`src/shared/itest_pkg.sv`:
```
/*
 * integration test pin override: shared constants, register map, carriers.
 * assumes a 32-bit APB slave with 12-bit byte addressing and aligned words.
 */
`default_nettype none

package itest_pkg;

	// ------------------------------------------------------------
	// register map (byte addresses, one aligned word each)
	// ------------------------------------------------------------
	localparam int unsigned ADDR_W = 12;
	localparam logic [ADDR_W-1:0] OFS_MODE_CONTROL = 12'h000;
	localparam logic [ADDR_W-1:0] OFS_OUTPUT_DRIVE = 12'h004;
	localparam logic [ADDR_W-1:0] OFS_INPUT_SAMPLE = 12'h008;

	// ------------------------------------------------------------
	// field positions
	// ------------------------------------------------------------
	localparam int unsigned MODE_ENABLE_BIT = 0;
	localparam int unsigned DRV_RESTART_DONE_BIT = 9;
	localparam int unsigned DRV_MONITOR_IRQ_BIT = 4;
	localparam int unsigned DRV_HALT_ACK_BIT = 0;
	localparam int unsigned SMP_RESTART_REQ_BIT = 11;
	localparam int unsigned SMP_FAST_IRQ_BIT = 2;
	localparam int unsigned SMP_NORMAL_IRQ_BIT = 1;
	localparam int unsigned SMP_HALT_REQ_BIT = 0;

	// ------------------------------------------------------------
	// reset values
	// ------------------------------------------------------------
	localparam logic [31:0] WORD_ZERO = 32'h0000_0000;
	localparam logic RST_MODE = 1'h0;

	// overridable core outputs travel together
	typedef struct packed {
		logic restart_done;
		logic monitor_irq;
		logic halt_ack;
	} pins_t;

	localparam pins_t PINS_RESET = 3'h0;

	// register selected by an address
	typedef enum logic [3:0] {
		SEL_NONE = 4'h1,
		SEL_MODE = 4'h2,
		SEL_DRIVE = 4'h4,
		SEL_SAMPLE = 4'h8
	} reg_sel_t;

	// bus slave phase
	typedef enum logic [1:0] {
		ST_IDLE = 2'h1,
		ST_ACCESS = 2'h2
	} bus_state_t;

endpackage

`default_nettype wire

```
`src/hw/pin_override_sel.sv`:
```
/*
 * registered output stage: picks functional or test-driven pin values.
 * assumes mode and drive values come from the same clock domain.
 */
`timescale 1ns/1ps
`default_nettype none

module pin_override_sel (
	// clock, reset and enable
	input wire logic pclk,
	input wire logic presetn,
	input wire logic ce,
	// selection
	input wire logic mode,
	input wire itest_pkg::pins_t drive,
	input wire itest_pkg::pins_t func,
	// pins
	output itest_pkg::pins_t pins_q
);

	// ------------------------------------------------------------
	// output flops
	// ------------------------------------------------------------

	// a flop here keeps the pins glitch-free across a mode change
	always_ff @(posedge pclk or negedge presetn) begin
		if (!presetn) begin
			pins_q <= itest_pkg::PINS_RESET;
		end else if (ce) begin
			if (mode) begin
				pins_q <= drive;
			end else begin
				pins_q <= func;
			end
		end
	end

endmodule // pin_override_sel

`default_nettype wire

```
`src/hw/integration_test_pin_override.sv`:
```
/*
 * integration test pin override: APB register slave with mode control,
 * output drive and input sample registers, plus the pin override stage.
 * assumes synchronous pins, one clock, a well-behaved APB master.
 */
// Behaviour
// software sets the mode enable bit before touching drive or sample registers
// mode bit zero is normal operation, one is integration mode
// in integration mode written drive values replace the functional outputs
// drive bit 9 restart done, bit 4 monitor irq, bit 0 halt ack
// writers put zeros in unused drive register bits
// sample bit 11 returns the restart request level in integration mode
// sample bits 0,1,2 return halt request, normal irq, fast irq levels
// unused sample bits are undefined; they read as zero here
// core should be halted in debug state before integration testing
// mode must not be enabled until the core has halted
// the system is reset after an integration session
// mode control register is always accessible, others gated by mode
// intended pin changes are made effective together
// with mode zero outputs follow functional sources, drive contents ignored
// overridden outputs hold until rewritten or integration mode is left
`timescale 1ns/1ps
`default_nettype none

module integration_test_pin_override (
	// clock, reset, enable
	input wire logic pclk,
	input wire logic presetn,
	input wire logic ce,
	// apb slave
	input wire logic psel,
	input wire logic penable,
	input wire logic pwrite,
	input wire logic [itest_pkg::ADDR_W-1:0] paddr,
	input wire logic [31:0] pwdata,
	output logic [31:0] prdata,
	output logic pready,
	output logic pslverr,
	// functional sources of the overridable outputs
	input wire logic restart_done_func,
	input wire logic monitor_irq_func,
	input wire logic halt_ack_func,
	// sampled core inputs
	input wire logic restart_request_in,
	input wire logic normal_irq_in_n,
	input wire logic fast_irq_in_n,
	input wire logic external_halt_request_in,
	// overridable core outputs and the mode enable indication
	output logic restart_done_out,
	output logic monitor_irq_out,
	output logic halt_ack_out,
	output logic test_mode_enable
);

	// ------------------------------------------------------------
	// helpers
	// ------------------------------------------------------------

	// address decode, shared by the read and the write paths
	function automatic itest_pkg::reg_sel_t decode(input logic [itest_pkg::ADDR_W-1:0] a);
		itest_pkg::reg_sel_t s;
		s = itest_pkg::SEL_NONE;
		case (a)
			itest_pkg::OFS_MODE_CONTROL: s = itest_pkg::SEL_MODE;
			itest_pkg::OFS_OUTPUT_DRIVE: s = itest_pkg::SEL_DRIVE;
			itest_pkg::OFS_INPUT_SAMPLE: s = itest_pkg::SEL_SAMPLE;
			default: s = itest_pkg::SEL_NONE;
		endcase
		return s;
	endfunction

	// ------------------------------------------------------------
	// state
	// ------------------------------------------------------------
	itest_pkg::bus_state_t state_q, state_d;
	itest_pkg::reg_sel_t sel;
	itest_pkg::pins_t drive_q, drive_wr, func, pins_q;
	logic mode_q;
	logic pready_q;
	logic pslverr_q;
	logic [31:0] prdata_q;
	logic [31:0] sample_word;
	logic setup;
	logic commit;
	logic gated;

	assign sel = decode(paddr);
	assign setup = psel & ~penable & (state_q == itest_pkg::ST_IDLE);
	assign commit = psel & penable & pready_q;
	// drive and sample are refused while the mode bit is clear
	assign gated = ~mode_q & ((sel == itest_pkg::SEL_DRIVE) | (sel == itest_pkg::SEL_SAMPLE));

	// ------------------------------------------------------------
	// bus phase machine
	// ------------------------------------------------------------

	// one wait-free access phase; ce low freezes state_q and pready_q as they are
	always_comb begin
		state_d = state_q;
		case (state_q)
			itest_pkg::ST_IDLE: begin
				if (setup) begin
					state_d = itest_pkg::ST_ACCESS;
				end
			end
			itest_pkg::ST_ACCESS: begin
				if (commit) begin
					state_d = itest_pkg::ST_IDLE;
				end
			end
			default: state_d = itest_pkg::ST_IDLE;
		endcase
	end

	always_ff @(posedge pclk or negedge presetn) begin
		if (!presetn) begin
			state_q <= itest_pkg::ST_IDLE;
			pready_q <= 1'h0;
		end else if (ce) begin
			state_q <= state_d;
			pready_q <= (state_d == itest_pkg::ST_ACCESS);
		end
	end

	// ------------------------------------------------------------
	// read data and error, captured in the setup cycle
	// ------------------------------------------------------------

	// pins sampled at read time; unused positions read as zero
	always_comb begin
		sample_word = itest_pkg::WORD_ZERO;
		sample_word[itest_pkg::SMP_RESTART_REQ_BIT] = restart_request_in;
		sample_word[itest_pkg::SMP_FAST_IRQ_BIT] = fast_irq_in_n;
		sample_word[itest_pkg::SMP_NORMAL_IRQ_BIT] = normal_irq_in_n;
		sample_word[itest_pkg::SMP_HALT_REQ_BIT] = external_halt_request_in;
	end

	always_ff @(posedge pclk or negedge presetn) begin
		if (!presetn) begin
			prdata_q <= itest_pkg::WORD_ZERO;
			pslverr_q <= 1'h0;
		end else if (ce && setup) begin
			prdata_q <= itest_pkg::WORD_ZERO;
			pslverr_q <= (sel == itest_pkg::SEL_NONE) | gated;
			if (!pwrite) begin
				case (sel)
					itest_pkg::SEL_MODE: prdata_q[itest_pkg::MODE_ENABLE_BIT] <= mode_q;
					itest_pkg::SEL_SAMPLE: prdata_q <= mode_q ? sample_word : itest_pkg::WORD_ZERO;
					default: prdata_q <= itest_pkg::WORD_ZERO; // drive is write-only
				endcase
			end
		end
	end

	// ------------------------------------------------------------
	// mode control register
	// ------------------------------------------------------------

	// always writable; takes effect at the commit edge
	always_ff @(posedge pclk or negedge presetn) begin
		if (!presetn) begin
			mode_q <= itest_pkg::RST_MODE;
		end else if (ce && commit && pwrite && sel == itest_pkg::SEL_MODE) begin
			mode_q <= pwdata[itest_pkg::MODE_ENABLE_BIT];
		end
	end

	// ------------------------------------------------------------
	// output drive register
	// ------------------------------------------------------------
	assign drive_wr.restart_done = pwdata[itest_pkg::DRV_RESTART_DONE_BIT];
	assign drive_wr.monitor_irq = pwdata[itest_pkg::DRV_MONITOR_IRQ_BIT];
	assign drive_wr.halt_ack = pwdata[itest_pkg::DRV_HALT_ACK_BIT];

	// cleared on leaving the mode so a later entry starts from a known state
	always_ff @(posedge pclk or negedge presetn) begin
		if (!presetn) begin
			drive_q <= itest_pkg::PINS_RESET;
		end else if (ce) begin
			if (!mode_q) begin
				drive_q <= itest_pkg::PINS_RESET;
			end else if (commit && pwrite && sel == itest_pkg::SEL_DRIVE) begin
				drive_q <= drive_wr;
			end
		end
	end

	// ------------------------------------------------------------
	// output stage
	// ------------------------------------------------------------
	assign func.restart_done = restart_done_func;
	assign func.monitor_irq = monitor_irq_func;
	assign func.halt_ack = halt_ack_func;

	pin_override_sel u_sel (
		.pclk(pclk),
		.presetn(presetn),
		.ce(ce),
		.mode(mode_q),
		.drive(drive_q),
		.func(func),
		.pins_q(pins_q)
	);

	assign restart_done_out = pins_q.restart_done;
	assign monitor_irq_out = pins_q.monitor_irq;
	assign halt_ack_out = pins_q.halt_ack;
	assign test_mode_enable = mode_q;
	assign prdata = prdata_q;
	assign pready = pready_q;
	assign pslverr = pslverr_q;
endmodule // integration_test_pin_override

`default_nettype wire

```
`config.mk`:
```
export PLATFORM = sky130hd
export DESIGN_NAME = integration_test_pin_override
export DESIGN_NICKNAME = d
export VERILOG_FILES = /design/src/shared/itest_pkg.sv /design/src/hw/pin_override_sel.sv /design/src/hw/integration_test_pin_override.sv
export SDC_FILE = /design/constraint.sdc
export NUM_CORES = 1
export LEC_CHECK = 0
export CAP_MARGIN = 40
export CORE_UTILIZATION = 61
export CTS_BUF_LIST = sky130_fd_sc_hd__clkbuf_16
export DETAILED_ROUTE_END_ITERATION = 10
export DONT_BUFFER_PORTS = 1
export PLACE_DENSITY = 0.85
export SYNTH_ARGS = -nofsm -noshare
export SYNTH_HDL_FRONTEND = slang
export SYNTH_SLANG_ARGS = --single-unit
```
`constraint.sdc`:
```
create_clock -name pclk -period 2.4 [get_ports pclk]
set_clock_uncertainty 0.1 [all_clocks]
set_input_delay 0.6 -clock pclk [delete_from_list [all_inputs] [get_ports pclk]]
set_output_delay 0.6 -clock pclk [all_outputs]
set_load 0.02 [all_outputs]
```
; ---- After elaboration in Yosys (flattened, before gate mapping)
; Index checks and enable logic that the tools add are counted.
[word_totals]
register_bits = 43
in_bits = 57
out_inout_bits = 38
wordCells = 49
[op_classes]
eq_ne = 10
mux = 11
bitwise = 9
n_reduce_logical = 8
[op_table]
columns = operator, count
row1 = $mux W12, 2
row2 = $eq A12 B3 Y1 const B, 1
row3 = $eq A12 B4 Y1 const B, 1
row4 = $logic_not A12 Y1, 1
row5 = $pmux W4 S3, 1
row6 = $mux W11, 1
row7 = $mux W3, 3
row8 = $logic_and A1 B1 Y1, 6
row9 = $and A1 B1 Y1, 5
row10 = $eq A2 B2 Y1 const B, 2
row11 = $eq A4 B1 Y1 const B, 1
row12 = $eq A4 B2 Y1 const B, 1
row13 = $eq A4 B3 Y1 const B, 1
row14 = $eq A4 B4 Y1 const B, 1
row15 = $mux W2, 2
row16 = $pmux W2 S2, 1
row17 = $eq A2 B1 Y1 const B, 1
row18 = $ne A2 B1 Y1 const B, 1
row19 = $not A1 Y1, 2
row20 = $or A1 B1 Y1, 2
row21 = $pmux W1 S2, 1
row22 = $reduce_and A2 Y1, 1

; ---- Logic depth before layout (Yosys ltp)
[logic_depth]
depth_word = 6
depth_mapped = 6
mapped_depth_nobuf = 5

; ---- By module
; Synthesis repeated with hierarchy kept, for this count alone.
[hier_totals]
hier_cells = 114
hier_area_um2 = 1084.8
[by_module_without_submodules]
columns = mod, instances, cells_per_inst, area_each_um2, seq_area_each_um2
row1 = integration_test_pin_override, 1, 102, 953.4, 301.5
row2 = pin_override_sel, 1, 12, 131.4, 75.1

; ---- Worst setup path after synthesis
; Ideal clock, no wire load.
[synth_timing]
kind = input port to flip-flop
from = in paddr[9] (netlist name)
to = reg mode_q (netlist: test_mode_enable)
setup_ns = 0.128
arrival_time_ns = 1.707
required_time_ns = 2.172
path_slack_ns = 0.465
path_stages = 4
n_path_buf = 0
cell_sequence = nor4_1 -> nand3_2 -> nor4_2 -> mux2_1
[synth_via]
elab_chain_cells = 4
word_cells_on_any_way = 6
cone_classes = eq/ne: 3 / mux: 1 / reduce/logical: 2
[synth_lines]
columns = item, line
row1 = "start, declared", integration_test_pin_override.sv:34  ; input wire logic [itest_pkg::ADDR_W-1:0] paddr,
row2 = $eq A12 B4 Y1 (tied with other cells), integration_test_pin_override.sv:63  ; case (a)
row3 = $pmux W4 S3 (*), integration_test_pin_override.sv:63
row4 = $eq A4 B2 Y1 (*), integration_test_pin_override.sv:163  ; end else if (ce && commit && pwrite && sel == itest_pkg::SEL_MODE) begin
row5 = $logic_and A1 B1 Y1 (*), integration_test_pin_override.sv:163
row6 = "end signal, assigned", integration_test_pin_override.sv:162  ; mode_q <= itest_pkg::RST_MODE;
row7 = "end signal, assigned", integration_test_pin_override.sv:164  ; mode_q <= pwdata[itest_pkg::MODE_ENABLE_BIT];
row8 = "end, declared", integration_test_pin_override.sv:78  ; logic mode_q;
; Every way passes the cells marked *; elsewhere a longest branch is shown, timed or not.
; A chain may end at the register's enable or synchronous reset.

; ---- Worst setup path in the final report
[layout_timing]
from = reg state_q[0]
to = reg state_q[0]
[layout_via]
elab_chain_cells = 4
word_cells_on_any_way = 6
cone_classes = eq/ne: 2 / mux: 3 / bitwise: 1
[layout_lines]
columns = item, line
row1 = "start, declared", integration_test_pin_override.sv:75  ; itest_pkg::bus_state_t state_q, state_d;
row2 = "start signal, assigned", integration_test_pin_override.sv:117  ; state_q <= itest_pkg::ST_IDLE;
row3 = "start signal, assigned", integration_test_pin_override.sv:120  ; state_q <= state_d;
row4 = $eq A2 B1 Y1, "integration_test_pin_override.sv:88, integration_test_pin_override.sv:100"
row5 = $and A1 B1 Y1, integration_test_pin_override.sv:88  ; assign setup = psel & ~penable & (state_q == itest_pkg::ST_IDLE);
row6 = $mux W2, integration_test_pin_override.sv:102  ; if (setup) begin
row7 = $pmux W2 S2 (*), integration_test_pin_override.sv:100  ; case (state_q)
; Marks and branches as above.

==> results.md <==
Global routing:
- Global routing consumed, on the met2 layer, 40.00% of the routing resources.
- The first-pass GRT wire length is 2939 um.
- Global routing used 5.957% of the available met3 tracks.
- Global routing finished with a remaining overflow of 0.
- The via count of the first global-routing pass is 705.
- The maximum number of pins on one net before global-route repair is 17.
- For met1 alone, demand over resource in global routing was 22.47%.
- The total routing resource utilization after global routing is 21.68%.
- In this run the most used layer during global routing was met2.
- The initial antenna violation count was 0.

Routing:
- The remaining antenna violation count is 0.
- Across all layers, the routed design uses 719 vias.
- Before antenna repair, the detailed router went through 4 iterations.
- The routed design has 1907 um of wire.
- After detailed routing, the average wire length per cell comes to 14.90 um.
- In this run, the number of DRC markers left after iteration 0 of detailed routing was 5.
- After detailed routing, the number of remaining DRC violations is 0.
- Dividing the detail-routed via count by the number of cells gives 5.617.

STA:
- The final critical-path required period is 1.860 ns.
- Setup violations remaining at the end of the flow were counted as 0.
- The final hold violation count was 0.
- The final-layout setup total negative slack is 0 ns.
- Setup repair after global routing left no endpoint under its margin.
- The headroom to the max-slew limit is 58.33%.
- The final clock period utilization by the worst path is 77.52%.
- The worst path meets setup with 0.5395 ns of slack.
- The timing-limited maximum frequency is 0.5375 GHz.
- The final max-slew violation count is 0.
- For the pin with the worst max-slew slack, the measured transition is 0.6229 ns.

Pwr:
- Across the VDD grid, the largest voltage drop is 0.5587 mV.
- The static power due to leakage is 0.4725 nW.
- The total chip power is 0.8750 mW.
- For this design the ratio of total power to cell area is 850.8 nW/um2.

Floorplanning:
- The effective utilization at floorplan is 66.80%.
- The area of the core is 1541 um2.
- The site row count is 14.
- The die outline width is 43.09 um.
- Measured along the y axis, the die boundary spans 43.09 um.
- The die covers 1856 um2.
- Pin placement for this block handled 95 I/O pins.

Final layout:
- The ratio of cells with drive above 1 in the final layout is 10.71%.
- The signed area change from the synthesized netlist to the final layout is -0.1212%.
- The sequential cells in the finished layout cover a total of 376.6 um2.
- The area occupied by multi-input gates is 505.5 um2.
- The final design area excluding fillers is 1028 um2.
- The commonest non-fill, non-tap cell in the layout is conb_1.
- Fill cells in the final layout number 121.
- After the flow finishes, the layout carries non-filler instances totaling 128.
- 0 antenna diodes ended up in the layout.
- The number of nets in the layout is 172.
- Leaving out fill and tap cells, the most frequent cells in the layout are conb_1, dfrtp_1, inv_1, nand2_1, nor2_1.

Place:
- The congestion estimate from routability-driven global placement came to 0.6796.
- The number of cells in the design after placement is 123.
- Detailed placement ended at an HPWL of 1452 um.
- Buffers placed on the I/O ports in this run total 0.
- After detailed placement, the total cell area comes to 939.7 um2.
- Before CTS, the worst setup slack after placement is 0.3408 ns.

Synth:
- After synthesis the cells add up to 1030 um2.
- Among all flip-flop cells after synthesis, the most frequent one is dfrtp_1.
- The async set-or-reset flop fraction in the synthesized netlist is 100.0%.
- The count of distinct cell types in the synthesized netlist is 33.
- During synthesis, Yosys emitted a total of 0 warnings.
- After synthesis the netlist holds a flip-flop and latch count of 15.
- The average footprint of a synthesized cell is 9.361 um2.
- The synthesized design contains 0 enable-type register cells.
- The register area share after synthesis is 36.57%.
- The number of instances in the synthesized netlist is 110.

Critical path:
- For the worst setup path, the data arrival time is 1.93 ns.
- The endpoint identified for the worst register-to-register timing path is state_q[0].
- The critical path data required time is 2.47 ns.
- The setup path with the least slack is of type flip-flop to flip-flop.
- The reg-to-reg startpoint is state_q[0].
- The type of element capturing the critical path is a flip-flop.
- For flop-to-flop paths, the worst setup slack is 0.54 ns.
- The worst register-to-register path has a depth of 5.
- Of all nets on the critical path, the largest fanout is 5.
- The startpoint type of the worst setup path is a flip-flop.

Clock network:
- The quantity of hold-fixing buffers added after cts is 1.
- The post-CTS clock slew at the launch and capture registers of the worst setup and hold paths is 0.04 ns.
- For the worst-skew pair, the clock arrives at the later sink with an insertion delay of 0.24 ns.
- The total number of clock tree sinks is 15.
- The TritonCTS clock tree is built.
- CTS placed an instance of clkbuf_16 at the clock tree root.
- Post-CTS repair changed the size of 0 cells.
- CTS built an H-tree with a depth of 1.
- Buffers inserted during clock tree synthesis total 3.
- The number of buffers between clock root and the deepest sink is 2.
- The post-CTS setup buffer count is 0.

Job:
- Max-cap violations in this run came to 0.

Hold path:
- The path class of the tightest hold or removal check is input port to asynchronous set/reset pin.

Outcome:
- The flow ran to the end, and the final reports show no timing, DRC or antenna violations.
-- synthesized netlist by cell type (3+ instances only) --
master	count	area share (%)
o211ai_1	3	2.2
buf_4	28	20
dfrtp_1	14	34
a21oi_1	4	1.9
mux2i_1	3	2.9
nand2_1	7	2.6
inv_1	6	2.2
clkbuf_1	3	1.1
a22o_1	3	2.6
nand2b_1	4	2.4
o311ai_1	3	2.6
nor2_1	6	2.2
-- per-stage QoR --
stage               hold WS (ns)  utilization, %
floorplan                 0.2044               -
global placement          0.2048           60.96
detailed placement        0.2048           60.96
CTS                      0.09504           66.72
global route             0.09202           66.72
finish                   0.09731           66.72
-- flip-flops by register name, indices dropped and copies added, names as in the netlist --
| register | cells |
|---|---|
| u_sel.pins_q | 3 |
| prdata | 4 |
| test_mode_enable | 1 |
| pslverr | 1 |
| state_q | 2 |
| pready | 1 |
| drive_q | 3 |
-- worst max-delay path by stage --
stage	start	endpoint
2_1_floorplan	paddr[9]	test_mode_enable
4_1_cts	state_q[0]	state_q[0]
3_5_place_dp	paddr[5]	test_mode_enable
3_3_place_gp	paddr[9]	test_mode_enable
6_report	state_q[0]	state_q[0]
5_1_grt	pready	drive_q[0]
-- final cells by class --
class / count / area share, %
well taps: 16 / 1.946
multi-input cells: 84 / 49.15
flip-flops and latches: 15 / 36.62
inverters: 6 / 2.190
clock inverters: 1 / 0.3650
repair buffers: 3 / 2.433
clock buffers: 3 / 7.299
-- worst max-delay path, cell delays in order (launching register included) --
cell and delay (ns):
dfstp_2 0.56, inv_1 0.05, ha_1 0.22, a32o_1 0.27, a221o_1 0.32, mux2_2 0.27
-- logic make-up after synthesis --
family	after synthesis	share of synthesized area [%]
multiplexers	5	5.103
adder cells (fa/ha/maj)	2	2.430
flip-flops	15	36.57
AND/OR/NAND/NOR	27	15.43
other	1	0.3642
AO/OA/AOI/OAI	22	15.92
buffers and inverters	38	24.18
-- report_power, final --
group,total [mW],internal (mW),switching [mW]
Clock,0.316,0.220,0.0958
Sequential,0.355,0.295,0.0602
Combinational,0.204,0.0820,0.122
-- per-layer routing --
layer  vias up  wire (um)
met3         3        136
met1       342        729
met5         -          0
li1        335          -
met2        39       1012
met4         0         29
Note: power is estimated with default switching activity, not from simulation.
